$ cat config.mk
export PLATFORM = sky130hd
export DESIGN_NAME = dlpck_top
export DESIGN_NICKNAME = d
export VERILOG_FILES = /design/src/rtl/dlpck_pkg.sv /design/src/rtl/dlpck_gate_decode.sv /design/src/rtl/dlpck_top.sv
export SDC_FILE = /design/constraint.sdc
export NUM_CORES = 1
export LEC_CHECK = 0
export ABC_AREA = 0
export ABC_CLOCK_PERIOD_IN_PS = 4000
export BUFFER_PORTS_ARGS = -buffer_cell sky130_fd_sc_hd__buf_4
export CAP_MARGIN = 20
export CORE_UTILIZATION = 40
export CTS_CLUSTER_SIZE = 10
export DETAILED_ROUTE_END_ITERATION = 8
export HOLD_SLACK_MARGIN = 0.1
export PLACE_DENSITY = 0.65
export SLEW_MARGIN = 0
export SYNTH_ARGS = -nofsm -noshare
export SYNTH_HDL_FRONTEND = slang
export SYNTH_HIERARCHICAL = 1
export SYNTH_SLANG_ARGS = --single-unit
$ cat constraint.sdc
create_clock -name aclk -period 4 [get_ports aclk]
set_clock_uncertainty 0.1 [all_clocks]
set_input_delay 0.2 -clock aclk [delete_from_list [all_inputs] [get_ports aclk]]
set_output_delay 0.2 -clock aclk [all_outputs]
set_load 0.01 [all_outputs]
$ cat src/rtl/dlpck_pkg.sv
package dlpck_pkg;
    // register byte address and field layout
    localparam logic [11:0] DLPCK_CTRL_ADDR    = 12'h004;
    localparam int          DLPCK_SLEEP_BIT    = 0;
    localparam int          DLPCK_STOP_BIT     = 1;
    localparam int          DLPCK_STANDBY_BIT  = 2;
    localparam int          DLPCK_IWDG_BIT     = 8;
    localparam logic [31:0] DLPCK_CTRL_RESET   = 32'h0000_0000;
    localparam logic [31:0] DLPCK_CTRL_MASK    = 32'h0000_0107;
    localparam logic [1:0]  DLPCK_RESP_OKAY    = 2'h0;
    localparam logic [1:0]  DLPCK_RESP_SLVERR  = 2'h2;
    // clock source select codes
    localparam logic [1:0]  DLPCK_SRC_NONE     = 2'h0;
    localparam logic [1:0]  DLPCK_SRC_SYSCLK   = 2'h1;
    localparam logic [1:0]  DLPCK_SRC_RC_OSC   = 2'h2;

    typedef enum logic [3:0] {
        DLPCK_RUN     = 4'h1,
        DLPCK_SLEEP   = 4'h2,
        DLPCK_STOP    = 4'h4,
        DLPCK_STANDBY = 4'h8
    } dlpck_mode_e;
endpackage

$ cat src/rtl/dlpck_gate_decode.sv
`timescale 1ns/1ps
module dlpck_gate_decode
    import dlpck_pkg::*;
(
    // mode and settings
    input  wire dlpck_mode_e mode,
    input  wire logic [31:0] ctrl,
    input  wire logic        core_halted,
    // decoded controls
    output logic             core_clk_en,
    output logic             bus_clk_en,
    output logic [1:0]       clk_src,
    output logic             digital_power_on,
    output logic             watchdog_freeze
);
    always_comb begin
        core_clk_en      = 1'b1;
        bus_clk_en       = 1'b1;
        clk_src          = DLPCK_SRC_SYSCLK;
        digital_power_on = 1'b1;
        watchdog_freeze  = core_halted && ctrl[DLPCK_IWDG_BIT]; // see
        case (mode)
            DLPCK_RUN: begin
            end
            DLPCK_SLEEP: begin
                // configured system clock kept, nothing reprogrammed
                bus_clk_en = ctrl[DLPCK_SLEEP_BIT]; // see see
            end
            DLPCK_STOP: begin
                core_clk_en = ctrl[DLPCK_STOP_BIT]; // see
                bus_clk_en  = ctrl[DLPCK_STOP_BIT];
                clk_src     = ctrl[DLPCK_STOP_BIT] ? DLPCK_SRC_RC_OSC : DLPCK_SRC_NONE;
            end
            DLPCK_STANDBY: begin
                core_clk_en      = ctrl[DLPCK_STANDBY_BIT]; // see
                bus_clk_en       = ctrl[DLPCK_STANDBY_BIT];
                clk_src          = ctrl[DLPCK_STANDBY_BIT] ? DLPCK_SRC_RC_OSC : DLPCK_SRC_NONE;
                digital_power_on = ctrl[DLPCK_STANDBY_BIT];
            end
            default: begin
            end
        endcase
    end
endmodule

$ cat src/rtl/dlpck_top.sv
// The implementer's own choices: the AXI4-Lite interface to the registers and the register offsets.
`timescale 1ns/1ps
// Notes on behaviour
// With the watchdog freeze bit at 0 the watchdog counts during a debug halt, at 1 it holds.
// Software leaves reserved bits 7 to 3 at their reset value.
// With the standby bit at 0, standby stops both clocks and powers off the digital circuit.
// Leaving such a powered-off standby looks like a reset, with a flag reporting standby exit.
// With the standby bit at 1, the circuit stays powered and both clocks run from the RC oscillator.
// With the standby bit at 1, leaving standby still goes through a system reset.
// With the stop bit at 0, all clocks including core and bus clocks are gated in stop mode.
// Leaving stop returns the clock setup to its post-reset state on the 8MHz RC oscillator.
// With the stop bit at 1, core and bus clocks run from the RC oscillator throughout stop.
// After any stop exit software re-enables the PLL, crystal oscillator and other sources.
// With the sleep bit at 0, the core clock keeps the system clock in sleep and the bus clock is gated.
// Sleep leaves the clock setup untouched so no reprogramming is needed on wake.
// With the sleep bit at 1, core and bus clocks both keep the system clock in sleep.
// The standby, stop, sleep and watchdog bits are writable to either value and hold it.
// The watchdog freeze applies only while the core is halted in debug.
// The control register clears only on power-on reset and survives a system reset.
// A read returns the implemented bits as written and zeros elsewhere.
module dlpck_top
    import dlpck_pkg::*;
(
    // clock and resets
    input  wire logic        aclk,
    input  wire logic        aresetn,
    input  wire logic        sys_resetn,
    // power-mode requests, same clock domain
    input  wire logic        sleep_req,
    input  wire logic        stop_req,
    input  wire logic        standby_req,
    input  wire logic        wakeup,
    input  wire logic        core_halted,
    // axi4-lite write address
    input  wire logic [11:0] s_axi_awaddr,
    input  wire logic        s_axi_awvalid,
    output logic             s_axi_awready,
    // axi4-lite write data
    input  wire logic [31:0] s_axi_wdata,
    input  wire logic [3:0]  s_axi_wstrb,
    input  wire logic        s_axi_wvalid,
    output logic             s_axi_wready,
    // axi4-lite write response
    output logic [1:0]       s_axi_bresp,
    output logic             s_axi_bvalid,
    input  wire logic        s_axi_bready,
    // axi4-lite read address
    input  wire logic [11:0] s_axi_araddr,
    input  wire logic        s_axi_arvalid,
    output logic             s_axi_arready,
    // axi4-lite read data
    output logic [31:0]      s_axi_rdata,
    output logic [1:0]       s_axi_rresp,
    output logic             s_axi_rvalid,
    input  wire logic        s_axi_rready,
    // clock gating and power controls
    output logic             core_clk_en,
    output logic             bus_clk_en,
    output logic [1:0]       clk_src,
    output logic             digital_power_on,
    output logic             watchdog_freeze,
    output logic             clk_cfg_reset,
    output logic             sys_reset_req,
    output logic             standby_exit_flag
);
    typedef struct packed {
        logic [31:0] ctrl;
        dlpck_mode_e mode;
        logic        aw_got;
        logic [11:0] aw_addr;
        logic        w_got;
        logic [31:0] w_data;
        logic [3:0]  w_strb;
        logic        awready;
        logic        wready;
        logic        bvalid;
        logic [1:0]  bresp;
        logic        arready;
        logic        rvalid;
        logic [31:0] rdata;
        logic [1:0]  rresp;
        logic        core_clk_en;
        logic        bus_clk_en;
        logic [1:0]  clk_src;
        logic        power_on;
        logic        wdg_freeze;
        logic        cfg_reset;
        logic        reset_req;
        logic        standby_exit;
    } dlpck_state_s;

    dlpck_state_s state;
    dlpck_state_s next_state;

    logic        dec_core_en;
    logic        dec_bus_en;
    logic [1:0]  dec_src;
    logic        dec_power;
    logic        dec_wdg;
    logic [31:0] merged;

    dlpck_gate_decode u_decode (
        .mode             (next_state.mode),
        .ctrl             (next_state.ctrl),
        .core_halted      (core_halted),
        .core_clk_en      (dec_core_en),
        .bus_clk_en       (dec_bus_en),
        .clk_src          (dec_src),
        .digital_power_on (dec_power),
        .watchdog_freeze  (dec_wdg)
    );

    always_comb begin
        next_state           = state;
        next_state.cfg_reset = 1'b0;
        next_state.reset_req = 1'b0;
        merged               = state.ctrl;

        // address and data may arrive in either order
        if (state.awready && s_axi_awvalid) begin
            next_state.aw_got  = 1'b1;
            next_state.aw_addr = s_axi_awaddr;
            next_state.awready = 1'b0;
        end
        if (state.wready && s_axi_wvalid) begin
            next_state.w_got  = 1'b1;
            next_state.w_data = s_axi_wdata;
            next_state.w_strb = s_axi_wstrb;
            next_state.wready = 1'b0;
        end
        if (state.aw_got && state.w_got && !state.bvalid) begin
            next_state.bvalid = 1'b1;
            next_state.aw_got = 1'b0;
            next_state.w_got  = 1'b0;
            if (state.aw_addr[11:2] == DLPCK_CTRL_ADDR[11:2]) begin
                for (int i = 0; i < 4; i++) begin
                    if (state.w_strb[i]) begin
                        merged[i*8 +: 8] = state.w_data[i*8 +: 8];
                    end
                end
                // reserved and unmodelled freeze bits stay zero
                next_state.ctrl  = merged & DLPCK_CTRL_MASK; // see
                next_state.bresp = DLPCK_RESP_OKAY;
            end else begin
                next_state.bresp = DLPCK_RESP_SLVERR;
            end
        end
        if (state.bvalid && s_axi_bready) begin
            next_state.bvalid  = 1'b0;
            next_state.awready = 1'b1;
            next_state.wready  = 1'b1;
        end

        if (state.arready && s_axi_arvalid) begin
            next_state.arready = 1'b0;
            next_state.rvalid  = 1'b1;
            if (s_axi_araddr[11:2] == DLPCK_CTRL_ADDR[11:2]) begin
                next_state.rdata = state.ctrl & DLPCK_CTRL_MASK;
                next_state.rresp = DLPCK_RESP_OKAY;
            end else begin
                next_state.rdata = 32'h0000_0000;
                next_state.rresp = DLPCK_RESP_SLVERR;
            end
        end
        if (state.rvalid && s_axi_rready) begin
            next_state.rvalid  = 1'b0;
            next_state.arready = 1'b1;
        end

        // a system reset clears the flag but never the control word
        if (!sys_resetn) begin
            next_state.mode         = DLPCK_RUN;
            next_state.standby_exit = 1'b0;
        end else begin
            case (state.mode)
                DLPCK_RUN: begin
                    if (standby_req) begin
                        next_state.mode = DLPCK_STANDBY;
                    end else if (stop_req) begin
                        next_state.mode = DLPCK_STOP;
                    end else if (sleep_req) begin
                        next_state.mode = DLPCK_SLEEP;
                    end
                end
                DLPCK_SLEEP: begin
                    if (wakeup) begin
                        next_state.mode = DLPCK_RUN;
                    end
                end
                DLPCK_STOP: begin
                    if (wakeup) begin
                        next_state.mode      = DLPCK_RUN;
                        next_state.cfg_reset = 1'b1;
                    end
                end
                DLPCK_STANDBY: begin
                    if (wakeup) begin
                        next_state.mode         = DLPCK_RUN;
                        next_state.reset_req    = 1'b1; // see
                        next_state.standby_exit = 1'b1;
                    end
                end
                default: begin
                    next_state.mode = DLPCK_RUN;
                end
            endcase
        end

        next_state.core_clk_en = dec_core_en;
        next_state.bus_clk_en  = dec_bus_en;
        next_state.clk_src     = dec_src;
        next_state.power_on    = dec_power;
        next_state.wdg_freeze  = dec_wdg;
    end

    always_ff @(posedge aclk) begin
        if (!aresetn) begin
            state              <= '0;
            state.ctrl         <= DLPCK_CTRL_RESET;
            state.mode         <= DLPCK_RUN;
            state.awready      <= 1'b1;
            state.wready       <= 1'b1;
            state.arready      <= 1'b1;
            state.core_clk_en  <= 1'b1;
            state.bus_clk_en   <= 1'b1;
            state.clk_src      <= DLPCK_SRC_SYSCLK;
            state.power_on     <= 1'b1;
        end else begin
            state <= next_state;
        end
    end

    assign s_axi_awready     = state.awready;
    assign s_axi_wready      = state.wready;
    assign s_axi_bvalid      = state.bvalid;
    assign s_axi_bresp       = state.bresp;
    assign s_axi_arready     = state.arready;
    assign s_axi_rvalid      = state.rvalid;
    assign s_axi_rdata       = state.rdata;
    assign s_axi_rresp       = state.rresp;
    assign core_clk_en       = state.core_clk_en;
    assign bus_clk_en        = state.bus_clk_en;
    assign clk_src           = state.clk_src;
    assign digital_power_on  = state.power_on;
    assign watchdog_freeze   = state.wdg_freeze;
    assign clk_cfg_reset     = state.cfg_reset;
    assign sys_reset_req     = state.reset_req;
    assign standby_exit_flag = state.standby_exit;
endmodule

# Word-level counts from Yosys, hierarchy flattened
# Index checks and enable logic that the tools add are counted.
# totals
inputBits,73
out_inout_bits,50
register_bits,83
# classes
mux,19
n_reduce_logical,18
eq_ne,9
bitwise_logic,1
# ops
operator,count
equality test 10 x 1 -> 1 bit (second input constant),2
2-to-1 mux 4 bit,5
2-to-1 mux 9 bit,2
2-to-1 mux 11 bit,1
equality test 4 x 2 -> 1 bit (second input constant),2
equality test 4 x 3 -> 1 bit (second input constant),2
equality test 4 bit (second input constant),2
logical AND 1 bit,8
2-to-1 mux 2 bit,4
case mux 4 bit (2 select lines),1
AND reduction 2 bit,3
AND reduction 3 bit,2
OR reduction 2 bit,3
equality test 4 x 1 -> 1 bit (second input constant),1
case mux 2 bit (2 select lines),1
2-to-1 mux 3 bit,1
case mux 1 bit (3 select lines),1
OR reduction 3 bit,1
2-to-1 mux 1 bit,2
case mux 1 bit (2 select lines),1
logical NOT 1 bit,1
NOT 1 bit,1

# Logic depth before layout (Yosys ltp)
# depth
ltp_word,7
ltp_mapped,7
mapped_depth_nobuf,6

# Hierarchy
# Netlist, hierarchy kept.
# by_module_without_submodules
module,cells_per_inst,n_inst,area_per_inst_um2
dlpck_top,334,1,3161.8
dlpck_gate_decode,15,1,97.6

# Worst setup path before layout
# Ideal clock, no wire load.
# synth_timing
path_kind,register -> register
from,register state[103] (netlist bit)
to,"register, netlist name bus_clk_en"
setup_time_ns,0.125
period_less_slack_ns,2.014
t_arrival_ns,1.789
t_required_ns,3.775
path_slack_ns,1.986
path_stages_with_launch,7
path_cell_list,dfxtp_1 -> and3b_1 -> a21oi_1 -> nor4b_1 -> nor4b_1 -> o31ai_1 -> nand2b_1
# synth_lines
element,line,rtl
start: declaration,dlpck_top.sv:92,dlpck_state_s state;
start signal: assignment,dlpck_top.sv:229,state <= next_state;

==> metrics.txt <==
start point of the critical path wakeup; total grt overflow 0; GP Congestion 0.810; highest fanout seen on the critical path 7; Detailed Route WL 4150 um; largest net degree at the start of global routing 44; proportion of layout cells with a drive suffix above 1 23.2%; highest-count cells in the layout ignoring fill and taps 58 x buf_4, 46 x dfxtp_1, 41 x nand2_1, 30 x conb_1, 24 x dlygate4sd3_1; synthesis warning total 6; WL per Instance between 10 and 15 um; critical path class in2reg; flip-flop count of the largest register, all copies and words added 26; area of the core region approximately 5500 sq um; fin. max-slew vios 0; data required time of the critical path slightly above 4 ns; CTS H-tree lvls 2; maximum count of clock buffers along a single path 2; R2R Setup Slk between 1.5 and 2 ns; GRT Overall Usage around 15%; CTS tree built; type of destination of the critical path flop; floorplan die height just under 80 um; final-stage net count roughly 400; total power divided by cell area 319 nW/um^2; total cell area at the placement stage about 2600 sq um; die span in x around 80 um; peak supply drop 0.000211 V; total I/O pin count ~120; MaxCap Viol Count 0; reg-to-reg critical path endpoint bus_clk_en; ratio of final minimum period to clock period between 60 and 70%; length in cells of the worst reg-to-reg path 6; total setup violations reported at the end of the flow 0; Clk pin slew, worst setup/hold paths about 0.090 ns; Slew HR around 28%; crit path time final approximately 2.5 ns; post-synthesis average cell area 8.85 sq um; number of CTS-inserted buffers 5; setup TNS 0 ns; capture point of the worst path bus_clk_en; initial core utilization 41.6%; buffers inserted during post-CTS setup optimization 0; most frequent standard cell in the layout excluding fill and tap cells buf_4; Initial DRC Count 59; via count of the first global-routing pass 1,672; PortBufs 58; beginning of the worst register-to-register path state[103]; remaining antenna violation count after routing 0; data arrival time of the critical path about 2.6 ns; global-route wire length before repair around 7000 um; critical path launch point type input port; HPWL Detailed ~3000 um; Total Power Consumption between 0.0009 and 0.001 W; summed instance area of the synthesized netlist roughly 2300 sq um; clock latency reported for the late side of the worst-skew pair 0.30 ns; min-delay worst type in2reg; Initial DRT Pass Iterations 4; initial antenna violation count 0; Pleak around 1.3 nW; count of final hold-check violations 0; root buffer selected by CTS clkbuf_8; Largest Register state; Area Growth Syn to Fin 27.0%; cell count after synthesis approximately 260; FP Rows 27; Final Core Density a little over half; Worst Max-Slew Pin Slew 1.06 ns; routed via count 1,838; clock sink count 46; final design area excluding fillers 2910 sq um; Max Clock Freq between 400 and 500 MHz; Die Outline Area approximately 6000 sq um; number of antenna repair diodes 0; via count normalized by instance count 4.61; number of remaining DRC errors 0; RSZ-0062 raised after global routing no; status complete, no violations
[worst min-delay path by stage]
stage,startpoint,endpoint,slack (ns),cells after the start
after detailed placement,s_axi_awvalid,s_axi_awready,0.31,2
after global placement,s_axi_awvalid,s_axi_awready,0.30,2
after CTS,s_axi_wstrb[0],state[50],0.11,3
after floorplan,s_axi_awvalid,s_axi_awready,0.20,1
after global routing,s_axi_wstrb[0],state[50],0.13,3
final,s_axi_wstrb[0],state[50],0.11,3
[power breakdown]
group	internal (W)	total (W)	leakage, nW	switching, W
logic	0.0000756	0.000141	0.877	0.0000654
clock network	0.000139	0.000294	0.0472	0.000155
registers	0.000477	0.000493	0.376	0.0000165
[area by class of cell]
cell class / instances / area, sq um
Fill cell: 554 / 2600
Sequential cell: 46 / 921
Clock buffer: 6 / 82.6
Clock inverter: 2 / 12.5
Tap cell: 72 / 90.1
Timing Repair Buffer: 82 / 676
Inverter: 4 / 15.0
Multi-Input combinational cell: 187 / 1110
[through the flow]
step	hold slack [ns]	cells	worst slack, ns
floorplan	0.200	288	1.99
global placement	0.302	367	1.73
detailed placement	0.306	367	1.69
CTS	0.105	399	1.51
global route	0.125	399	1.33
finish	0.114	399	1.51
[critical path, cell delays in order]
cell           delay [ns]
dlygate4sd3_1        0.54
buf_4                0.15
nor2_1               0.13
a21oi_1              0.11
nor4b_1              0.88
nor4b_1              0.31
o31ai_1              0.11
nand2b_1             0.14
[layer usage]
layer	vias to the layer above	part of all wire (%)	GRT usage (%)
met5	-	0	0
met4	0	1.7	6.23
met3	7	4.8	4.00
met2	44	48	25.3
met1	843	45	17.3
li1	944	-	-
[repair_timing]
action,CTS,global route
resized for setup,0,0
hold endpoints to repair,20,0
hold buffers,24,0
(Power assumes the default switching activity.)
